## src/two_wire_regs.svh

```systemverilog
// Register offsets, field positions, reset values and timing counts
`ifndef TWO_WIRE_REGS_SVH
`define TWO_WIRE_REGS_SVH
// Wishbone register byte offsets
`define CTRL_OFS        4'h0
`define ADDR_OFS        4'h4
`define STATUS_OFS      4'h8
`define MASK_OFS        4'hc
// Control register fields
`define CTRL_PORT_EN    0
`define CTRL_WRITE_MODE 1
`define CTRL_TIMEOUT_EN 2
`define CTRL_HS_CONT    3
`define CTRL_PIN14_SEL  4
`define CTRL_PIN14_WEN  5
`define CTRL_PIN15_WEN  6
`define CTRL_PIN15_SEL  7
`define CTRL_RESET      8'h01
// Address register: primary write address low byte, second port high byte
`define ADDR_RESET      16'hb4b0
// Status register fields
`define STAT_EVENT      0
`define STAT_BUSY0      1
`define STAT_BUSY1      2
`define STAT_HS0        3
`define STAT_HS1        4
`define MASK_RESET      1'b1
// Register space
`define REG_LIMIT       8'h80
`define PAGE_CTRL_ADDR  8'h00
`define PAGE_BIT        1
// Master code prefix 0000 1XXX
`define MCODE_PREFIX    5'h01
// Bus timeout
`define CLOCK_KHZ       40000
`define TIMEOUT_MS      35
`endif
```

## src/two_wire_pkg.sv

```systemverilog
// Types shared by the two-wire register slave
package two_wire_pkg;
   typedef enum logic [2:0] {
      ST_IDLE, ST_DEV, ST_REG, ST_WDAT, ST_ACK, ST_RD, ST_MACK, ST_IGN
   } tw_state_t;
endpackage : two_wire_pkg

```

## src/two_wire_register_slave.sv

```systemverilog
// Two-wire register slave: two serial ports, shared register space, Wishbone control
//
// Functional notes
// - Bytes are 8 bits; data is sampled on each serial clock rise.
// - Address and data bytes travel most significant bit first.
// - Data rising while clock high is STOP; port returns to idle.
// - Own 7-bit address is acknowledged by holding data low one clock.
// - Single write: address, register, data, STOP; every byte acknowledged.
// - Master not-acknowledge ends a read; device releases data line.
// - Master acknowledge advances pointer and sends next byte without limit.
// - Reading a non-existent register returns zero.
// - Write mode 0: one register address, many data bytes, pointer increments.
// - Write mode 1: register-data pairs repeat until STOP.
// - Second port has own write address, default b4, read b5.
// - Second port active only when pin14 selects second-bus data.
// - Second port enabled forces pin15 select and wake enable off.
// - Matching second-port access sets event flag, interrupt, optional wake.
// - Event flag re-asserts on each access; mask it while in use.
// - Second port otherwise equals primary; high speed by code or config.
// - Master code 0000 1xxx enters high speed for that transfer.
// - No clock stretching; read data ready without added delay.
// - With timeout enabled, idle clock beyond 35 ms resets the port.
// - Register zero is page control; page LSB ignored.
`timescale 1ns/1ps
`include "two_wire_regs.svh"

// -----------------------------------------------------------------
// Serial protocol engine, one per port
// -----------------------------------------------------------------
module two_wire_engine
   import two_wire_pkg::*;
#(
   parameter int TIMEOUT_CYCLES = `TIMEOUT_MS * `CLOCK_KHZ
) (
   // Clock and reset
   input  wire logic       i_clock,
   input  wire logic       i_rstn,
   // Serial pins
   input  wire logic       i_scl,
   input  wire logic       i_sda,
   output logic            o_sda_o,
   output logic            o_sda_oe,
   // Configuration
   input  wire logic       i_enable,
   input  wire logic [7:0] i_dev_addr,
   input  wire logic       i_write_mode,
   input  wire logic       i_timeout_en,
   input  wire logic       i_hs_cont,
   // Register space access
   input  wire logic [7:0] i_rd_data,
   output logic      [7:0] o_ptr,
   output logic            o_we,
   output logic      [7:0] o_wdata,
   // Status
   output logic            o_match,
   output logic            o_busy,
   output logic            o_hs
);
   // Pin synchronisers; the third stage only feeds edge detection
   logic [2:0] scl_s;
   logic [2:0] sda_s;
   always_ff @(posedge i_clock or negedge i_rstn) begin
      if (!i_rstn) begin
         scl_s <= 3'h7;
         sda_s <= 3'h7;
      end else begin
         scl_s <= {scl_s[1:0], i_scl};
         sda_s <= {sda_s[1:0], i_sda};
      end
   end

   logic scl_rise;
   logic scl_fall;
   logic start_c;
   logic stop_c;
   assign scl_rise = scl_s[1] & ~scl_s[2];
   assign scl_fall = ~scl_s[1] & scl_s[2];
   assign start_c  = scl_s[1] & scl_s[2] & ~sda_s[1] & sda_s[2];
   assign stop_c   = scl_s[1] & scl_s[2] & sda_s[1] & ~sda_s[2];

   tw_state_t   state, next_state;
   tw_state_t   after, next_after;
   logic [3:0]  cnt, next_cnt;
   logic [7:0]  sh, next_sh;
   logic [7:0]  ptr, next_ptr;
   logic        oe, next_oe;
   logic        rd, next_rd;
   logic        mack, next_mack;
   logic        hs, next_hs;
   logic        we, next_we;
   logic        match, next_match;
   logic [20:0] idle_cnt, next_idle_cnt;

   // Byte and bit sequencing
   always_comb begin
      next_state    = state;
      next_after    = after;
      next_cnt      = cnt;
      next_sh       = sh;
      next_ptr      = ptr;
      next_oe       = oe;
      next_rd       = rd;
      next_mack     = mack;
      next_hs       = hs;
      next_we       = 1'b0;
      next_match    = 1'b0;
      next_idle_cnt = idle_cnt;
      // Idle-clock watchdog counts only inside a transaction
      if (state == ST_IDLE || scl_rise || scl_fall)
         next_idle_cnt = '0;
      else if (idle_cnt != 21'h1fffff)
         next_idle_cnt = idle_cnt + 21'h1;
      if (!i_enable) begin
         next_state = ST_IDLE;
         next_oe    = 1'b0;
         next_hs    = 1'b0;
      end else if (i_timeout_en && idle_cnt >= 21'(TIMEOUT_CYCLES)) begin
         next_state = ST_IDLE;
         next_oe    = 1'b0;
         next_hs    = 1'b0;
      end else if (start_c) begin
         next_state = ST_DEV;
         next_cnt   = 4'h0;
         next_oe    = 1'b0;
      end else if (stop_c) begin
         next_state = ST_IDLE;
         next_oe    = 1'b0;
         next_hs    = 1'b0;
      end else begin
         case (state)
            ST_DEV, ST_REG, ST_WDAT: begin
               if (scl_rise && cnt < 4'h8) begin
                  next_sh  = {sh[6:0], sda_s[1]};
                  next_cnt = cnt + 4'h1;
               end else if (scl_fall && cnt == 4'h8) begin
                  next_oe    = 1'b1;
                  next_state = ST_ACK;
                  if (state == ST_DEV) begin
                     if (sh[7:3] == `MCODE_PREFIX) begin
                        next_oe    = 1'b0;
                        next_hs    = 1'b1;
                        next_state = ST_IGN;
                     end else if (sh[7:1] == i_dev_addr[7:1]) begin
                        next_match = 1'b1;
                        next_rd    = sh[0];
                        next_after = sh[0] ? ST_RD : ST_REG;
                     end else begin
                        next_oe    = 1'b0;
                        next_state = ST_IGN;
                     end
                  end else if (state == ST_REG) begin
                     next_ptr   = sh;
                     next_after = ST_WDAT;
                  end else begin
                     next_we = 1'b1;
                     next_after = i_write_mode ? ST_REG : ST_WDAT;
                  end
               end
            end
            ST_ACK: begin
               if (scl_fall) begin
                  next_cnt   = 4'h0;
                  next_state = after;
                  next_oe    = 1'b0;
                  if (after == ST_RD)
                     next_oe = ~i_rd_data[7];
                  next_sh = i_rd_data;
               end
            end
            ST_RD: begin
               if (scl_rise)
                  next_cnt = cnt + 4'h1;
               else if (scl_fall) begin
                  if (cnt == 4'h8) begin
                     next_oe    = 1'b0;
                     next_state = ST_MACK;
                  end else begin
                     next_sh = {sh[6:0], 1'b0};
                     next_oe = ~sh[6];
                  end
               end
            end
            ST_MACK: begin
               if (scl_rise) begin
                  next_mack = ~sda_s[1];
                  if (!sda_s[1])
                     next_ptr = ptr + 8'h1;
               end else if (scl_fall) begin
                  next_cnt = 4'h0;
                  if (mack) begin
                     next_state = ST_RD;
                     next_sh    = i_rd_data;
                     next_oe    = ~i_rd_data[7];
                  end else
                     next_state = ST_IGN;
               end
            end
            ST_IDLE, ST_IGN: next_oe = 1'b0;
            default: begin
               next_state = ST_IDLE;
               next_oe    = 1'b0;
            end
         endcase
      end
   end

   // Page write pointer advances after the byte is stored
   logic [7:0] wptr;
   assign wptr = ptr;

   always_ff @(posedge i_clock or negedge i_rstn) begin
      if (!i_rstn) begin
         state    <= ST_IDLE;
         after    <= ST_IDLE;
         cnt      <= 4'h0;
         sh       <= 8'h00;
         ptr      <= 8'h00;
         oe       <= 1'b0;
         rd       <= 1'b0;
         mack     <= 1'b0;
         hs       <= 1'b0;
         we       <= 1'b0;
         match    <= 1'b0;
         idle_cnt <= '0;
      end else begin
         state    <= next_state;
         after    <= next_after;
         cnt      <= next_cnt;
         sh       <= next_sh;
         oe       <= next_oe;
         rd       <= next_rd;
         mack     <= next_mack;
         hs       <= next_hs;
         we       <= next_we;
         match    <= next_match;
         idle_cnt <= next_idle_cnt;
         // Pointer moves on after a page-mode store
         if (we && !i_write_mode)
            ptr <= wptr + 8'h1;
         else
            ptr <= next_ptr;
      end
   end

   // Data written is the byte just received at the current pointer
   assign o_we     = we;
   assign o_wdata  = sh;
   assign o_ptr    = ptr;
   assign o_sda_o  = 1'b0;
   assign o_sda_oe = oe;
   assign o_match  = match;
   assign o_busy   = (state != ST_IDLE);
   assign o_hs     = hs | i_hs_cont;
endmodule : two_wire_engine

// -----------------------------------------------------------------
// Top level: register space, two ports, Wishbone control
// -----------------------------------------------------------------
module two_wire_register_slave
   import two_wire_pkg::*;
#(
   parameter int TIMEOUT_CYCLES = `TIMEOUT_MS * `CLOCK_KHZ
) (
   // Clock and reset
   input  wire logic        i_clock,
   input  wire logic        i_rstn,
   // Wishbone slave
   input  wire logic        i_wb_cyc,
   input  wire logic        i_wb_stb,
   input  wire logic        i_wb_we,
   input  wire logic [3:0]  i_wb_adr,
   input  wire logic [3:0]  i_wb_sel,
   input  wire logic [31:0] i_wb_dat,
   output logic      [31:0] o_wb_dat,
   output logic             o_wb_ack,
   // Primary port pins
   input  wire logic        i_serial_clock_pin,
   input  wire logic        i_sda,
   output logic             o_sda,
   output logic             o_sda_oe,
   // Second port pins
   input  wire logic        i_scl2,
   input  wire logic        i_sda2,
   output logic             o_sda2,
   output logic             o_sda2_oe,
   // System outputs
   output logic             o_interrupt_request_out_n,
   output logic             o_wake,
   output logic             o_pin15_function_select,
   output logic             o_pin15_wake_enable
);
   logic [7:0]  ctrl;
   logic [15:0] base;
   logic        flag;
   logic        mask;
   logic        page;
   logic [7:0]  mem [0:511];

   logic [1:0]       busy, hs, match, we;
   logic [1:0][7:0]  ptr, wdata, rdata;
   logic [1:0]       en;
   logic [1:0][7:0]  dev;

   // Second port lives only while pin14 selects its data function
   assign en[0]  = ctrl[`CTRL_PORT_EN];
   assign en[1]  = ctrl[`CTRL_PIN14_SEL];
   assign dev[0] = base[7:0];
   assign dev[1] = base[15:8];

   // Register read decode shared by both ports
   function automatic logic [7:0] reg_read(input logic [7:0] a, input logic p,
                                            input logic [7:0] d);
      if (a == `PAGE_CTRL_ADDR)
         reg_read = {6'h00, p, 1'b0};
      else if (a >= `REG_LIMIT)
         reg_read = 8'h00;
      else
         reg_read = d;
   endfunction : reg_read

   // Both ports built from one engine
   genvar g;
   generate
      for (g = 0; g < 2; g++) begin : g_port
         logic scl_in;
         logic sda_in;
         logic sda_o;
         logic sda_oe;
         assign scl_in = (g == 0) ? i_serial_clock_pin : i_scl2;
         assign sda_in = (g == 0) ? i_sda : i_sda2;
         assign rdata[g] = reg_read(ptr[g], page, mem[{page, ptr[g]}]);
         two_wire_engine #(.TIMEOUT_CYCLES(TIMEOUT_CYCLES)) u_engine (
            .i_clock      (i_clock),
            .i_rstn       (i_rstn),
            .i_scl        (scl_in),
            .i_sda        (sda_in),
            .o_sda_o      (sda_o),
            .o_sda_oe     (sda_oe),
            .i_enable     (en[g]),
            .i_dev_addr   (dev[g]),
            .i_write_mode (ctrl[`CTRL_WRITE_MODE]),
            .i_timeout_en (ctrl[`CTRL_TIMEOUT_EN]),
            .i_hs_cont    (ctrl[`CTRL_HS_CONT]),
            .i_rd_data    (rdata[g]),
            .o_ptr        (ptr[g]),
            .o_we         (we[g]),
            .o_wdata      (wdata[g]),
            .o_match      (match[g]),
            .o_busy       (busy[g]),
            .o_hs         (hs[g])
         );
      end
   endgenerate

   assign o_sda     = g_port[0].sda_o;
   assign o_sda_oe  = g_port[0].sda_oe;
   assign o_sda2    = g_port[1].sda_o;
   assign o_sda2_oe = g_port[1].sda_oe;

   // Register space store; primary port wins a same-cycle clash
   logic       mw;
   logic [7:0] ma;
   logic [7:0] md;
   always_comb begin
      mw = we[0] | we[1];
      ma = we[0] ? ptr[0] : ptr[1];
      md = we[0] ? wdata[0] : wdata[1];
   end
   always_ff @(posedge i_clock) begin
      if (mw && ma != `PAGE_CTRL_ADDR && ma < `REG_LIMIT)
         mem[{page, ma}] <= md;
   end

   // Wishbone slave: one wait state, registered ack and data
   logic        hit;
   logic        next_ack;
   logic [31:0] next_dat;
   logic [7:0]  next_ctrl;
   logic [15:0] next_base;
   logic        next_flag;
   logic        next_mask;
   logic        next_page;
   assign hit = i_wb_cyc & i_wb_stb & ~o_wb_ack;
   always_comb begin
      next_ack  = hit;
      next_dat  = o_wb_dat;
      next_ctrl = ctrl;
      next_base = base;
      next_mask = mask;
      next_flag = flag;
      next_page = page;
      if (hit && !i_wb_we) begin
         case (i_wb_adr)
            `CTRL_OFS:   next_dat = {24'h0, ctrl};
            `ADDR_OFS:   next_dat = {16'h0, base};
            `STATUS_OFS: next_dat = {27'h0, hs, busy, flag};
            `MASK_OFS:   next_dat = {31'h0, mask};
            default:     next_dat = 32'h0;
         endcase
      end
      if (hit && i_wb_we) begin
         case (i_wb_adr)
            `CTRL_OFS: if (i_wb_sel[0]) next_ctrl = i_wb_dat[7:0];
            `ADDR_OFS: begin
               if (i_wb_sel[0]) next_base[7:0]  = i_wb_dat[7:0];
               if (i_wb_sel[1]) next_base[15:8] = i_wb_dat[15:8];
            end
            `STATUS_OFS: if (i_wb_sel[0] && i_wb_dat[`STAT_EVENT]) next_flag = 1'b0;
            `MASK_OFS: if (i_wb_sel[0]) next_mask = i_wb_dat[0];
            default: next_dat = o_wb_dat;
         endcase
      end
      // A new access wins over a clear in the same cycle
      if (match[1])
         next_flag = 1'b1;
      if (mw && ma == `PAGE_CTRL_ADDR)
         next_page = md[`PAGE_BIT];
   end

   always_ff @(posedge i_clock or negedge i_rstn) begin
      if (!i_rstn) begin
         o_wb_ack <= 1'b0;
         o_wb_dat <= 32'h0;
         ctrl     <= `CTRL_RESET;
         base     <= `ADDR_RESET;
         flag     <= 1'b0;
         mask     <= `MASK_RESET;
         page     <= 1'b0;
         o_wake   <= 1'b0;
      end else begin
         o_wb_ack <= next_ack;
         o_wb_dat <= next_dat;
         ctrl     <= next_ctrl;
         base     <= next_base;
         flag     <= next_flag;
         mask     <= next_mask;
         page     <= next_page;
         o_wake   <= match[1] & ctrl[`CTRL_PIN14_WEN];
      end
   end

   // Pin15 controls are overridden while the second port owns pin14
   assign o_pin15_function_select = ctrl[`CTRL_PIN15_SEL] & ~ctrl[`CTRL_PIN14_SEL];
   assign o_pin15_wake_enable     = ctrl[`CTRL_PIN15_WEN] & ~ctrl[`CTRL_PIN14_SEL];
   assign o_interrupt_request_out_n = ~(flag & ~mask);
endmodule : two_wire_register_slave

```

## config.mk

```make
export PLATFORM = sky130hd
export DESIGN_NAME = two_wire_register_slave
export DESIGN_NICKNAME = d
export VERILOG_FILES = /design/src/two_wire_pkg.sv /design/src/two_wire_register_slave.sv
export VERILOG_INCLUDE_DIRS = /design/src
export SDC_FILE = /design/constraint.sdc
export NUM_CORES = 2
export LEC_CHECK = 0
export BUFFER_PORTS_ARGS = -buffer_cell sky130_fd_sc_hd__buf_4
export CAP_MARGIN = 10
export CORE_MARGIN = 10
export CORE_UTILIZATION = 43
export DETAILED_ROUTE_END_ITERATION = 10
export MAX_ROUTING_LAYER = met4
export REMOVE_ABC_BUFFERS = 1
export SLEW_MARGIN = 20
export SYNTH_ARGS = -nofsm -noshare
export SYNTH_HDL_FRONTEND = slang
export SYNTH_SLANG_ARGS = --single-unit
```

## constraint.sdc

```tcl
create_clock -name i_clock -period 5.4 [get_ports i_clock]
set_input_delay 1.08 -clock i_clock [delete_from_list [all_inputs] [get_ports i_clock]]
set_output_delay 1.08 -clock i_clock [all_outputs]
set_load 0.01 [all_outputs]
```

==> results.tsv <==
metric	value	unit
status	completed	
cts_buffers	228	
final-max-slew-violation-count	0	
antenna_found_initial	15	
ys_top_cells_by_area	edfxtp_1, mux4_2, dfrtp_1	
clk_pin_slew	0.07	ns
die_y	512.9	um
rr_startpoint	g_port[1].u_engine.o_ptr[0]	
htree_levels	4	
synthArstFlopShare	7.246	%
grt_remaining_overflow	0	
drtPass1Iterations	8	
clock_path_buffers	3	
routed_wl	340100	um
slowest_stage	dfrtp_4	
worst_ep_required_time	6.21	ns
cts_sinks	2208	
n_fill_cell	19660	
num_vias	61820	
top_layer_used	met4	
met1Wirelength	127200	um
pin_count	90	
grt_pass1_vias	61420	
fin_crit	4.515	ns
wire_per_inst	36.45	um
vdd_drop_max	0.3220	mV
fin_setup_tns	0	ns
min-delay-path-class	input port to async pin	
hold_viol	0	
syn_inst	5652	
die_area	0.2631	sq mm
vias_per_cell	6.626	
rsz0062_at_grt	false	
period_share	83.60	%
worst_pin_slew	1.272	ns
cts_tree	yes	
drc_errors	0	
synth.most_common_cell	edfxtp_1	
start_util	43.31	%
dp_hpwl	219300	um
drtIter0Drc	9255	
final_antenna_net_count	0	
setup_ws	0.8855	ns
area_growth	13.04	%
grtUsageTotal	26.10	%
max_stage_delay	0.82	ns
pre_cts_ws	1.056	ns
setup_viol_count_final	0	
cp_cell_sequence	buf_4, mux4_2, mux4_2, a211oi_1, a21oi_1, a221o_1, a31o_1	
relSlewSlack	14.91	%
core	0.2412	sq mm
worstRegToRegCells	7	
met2_length	156300	um
ff_latch_area	0.06557	sq mm
crit_type	flop to flop	
cellPowerDensity	295.5	mW/mm^2
synth_top_area_share	58.87	%
startpoint_type	flop	
yosysUniqueCellTypes	76	
path_common_cell	mux4_2	
grt_max_degree	163	
worst-endpoint-arrival	5.33	ns
instances_no_fill	9330	
grt_pass1_wl	477100	um
max_cap_viol_count	0	
yosys-top-cells-count	edfxtp_1, mux4_2, nor2_1	
ys_seq_area_share	62.73	%
place_area	0.1104	sq mm
met3_length	39360	um
cp-end-kind	flop	
r2r-end	g_port[1].u_engine.o_wdata[6]	
place.port_buffers	53	
placed_cells	8886	
final_nets	5993	
ctsRootBufferMaster	clkbuf_16	
hold_buffers	0	
multiInputGateArea	0.03680	sq mm
fin_area	0.1181	sq mm
worstPathMaxFanout	38	
ys.flop_type	edfxtp_1	
yosysTopAreaCell	edfxtp_1	
syn_area_per_cell	18.48	sq um
power_leakage	0.03873	uW
rows	180	
die_w	512.9	um
syn-cell-area	0.1045	sq mm
max_freq	0.2215	GHz
place.gp.congestion	0.9455	
drive_gt1_share	33.83	%
cts_resized	0	
ff2ff_setup_slack	0.89	ns
ys_warn_count	0	
cts_setup_buffers	0	
clock_skew	0.05042	ns
synth-edff-count	2048	
insertion_delay	0.92	ns
ys_ff_latch	2208	
[per-stage QoR]
stage | total power, uW | util (%) | hold WS (ns)
2_1_floorplan | 19000 | - | 0.3452
3_3_place_gp | 19140 | 45.76 | 0.3500
3_5_place_dp | 19140 | 45.77 | 0.3478
4_1_cts | 35100 | 48.91 | 0.2274
5_1_grt | 35800 | 48.95 | 0.2538
6_report | 34890 | 48.96 | 0.2357
[cell type report]
cell class | instances | share of cell area (%)
diodes | 21 | 0.04450
clock buffers | 279 | 5.092
flip-flops and latches | 2208 | 55.52
multi-input cells | 2997 | 31.16
clock inverters | 143 | 1.318
repair buffers | 457 | 3.345
well taps | 3185 | 3.375
inverters | 40 | 0.1356
[state kept, by name, summed over array words and instances, names as in the netlist, 6 cells and up]
register                  count
mem                        2048
g_port.u_engine.idle_cnt     42
base                         16
g_port.u_engine.o_ptr        16
g_port.u_engine.o_wdata      16
o_wb_dat                     16
ctrl                          8
g_port.u_engine.cnt           8
g_port.u_engine.after         6
g_port.u_engine.scl_s         6
g_port.u_engine.sda_s         6
g_port.u_engine.state         6
[routing by layer]
layer / global-route usage (%) / up-vias
met5: - / -
met4: 11.10 / 0
met3: 7.487 / 779
met2: 38.86 / 3814
met1: 33.66 / 32930
li1: - / 24300
[kinds of logic (layout without fill, tap and decap cells)]
| family | Yosys count | count (layout) | synth area share (%) |
|---|---|---|---|
| AOI/OAI and AO/OA | 585 | 585 | 3.720 |
| xor gates and xnor gates | 43 | 43 | 0.3605 |
| adders and majority gates | 12 | 12 | 0.1437 |
| buffers and inverters | 480 | 919 | 2.395 |
| DFF | 2208 | 2208 | 62.73 |
| muxes | 1343 | 1343 | 26.56 |
| other | 1 | 55 | 0.003590 |
| and+or+nand+nor | 980 | 980 | 4.087 |
[cell usage in the layout (no fill, tap or decap), types with 15 or more instances in the layout]
| cell | instances |
|---|---|
| nand2_1 | 300 |
| and2_1 | 20 |
| inv_1 | 34 |
| clkbuf_1 | 41 |
| nor2_1 | 395 |
| o211ai_1 | 27 |
| clkbuf_16 | 230 |
| bufinv_16 | 28 |
| diode_2 | 21 |
| mux2_2 | 44 |
| nand4_1 | 20 |
| nor2b_1 | 23 |
| a211oi_1 | 28 |
| o22ai_1 | 34 |
| a22o_1 | 19 |
| conb_1 | 34 |
| clkinv_2 | 45 |
| a21oi_1 | 112 |
| o2111ai_1 | 16 |
| o21ai_0 | 121 |
| clkinv_1 | 45 |
| a221oi_1 | 26 |
| nand2b_1 | 21 |
| dfrtp_1 | 125 |
| nor3_1 | 41 |
| edfxtp_1 | 2048 |
| xnor2_1 | 26 |
| nand2_2 | 15 |
| buf_12 | 38 |
| a31oi_1 | 35 |
| o31ai_1 | 18 |
| buf_4 | 416 |
| mux4_2 | 1138 |
| mux2i_1 | 153 |
| xor2_1 | 17 |
| a22oi_1 | 62 |
| or3_1 | 17 |
| nand3_1 | 52 |
| dfstp_2 | 21 |
[worst max-delay path, delay by kind of cell, from the launching register on]
kind | cells | cell delay, ns
AO/OA/AOI/OAI | 4 | 1.65
multiplexers | 2 | 1.15
flip-flops | 1 | 0.82
buffers and inverters | 1 | 0.74
[worst max-delay path by stage]
stage,startpoint,cells past startpoint,to,slack (ns)
2_1_floorplan,g_port[0].u_engine.o_ptr[0],6,mem[72][0],-17.98
3_3_place_gp,g_port[1].u_engine.o_ptr[0],7,g_port[1].u_engine.o_wdata[6],0.68
3_5_place_dp,g_port[1].u_engine.o_ptr[0],8,g_port[1].u_engine.o_wdata[3],1.06
4_1_cts,g_port[1].u_engine.o_ptr[0],8,g_port[1].u_engine.o_wdata[3],1.05
5_1_grt,g_port[1].u_engine.o_ptr[0],7,g_port[1].u_engine.o_wdata[6],0.85
6_report,g_port[1].u_engine.o_ptr[0],7,g_port[1].u_engine.o_wdata[6],0.89
[report_power, final]
group,switching [uW],internal (uW),total [uW],leakage [uW]
Clock,6860,9240,16100,0.00369
Combinational,174,99.7,274,0.0114
Sequential,45.0,18500,18500,0.0236
Power figures use the tool's default switching activity.
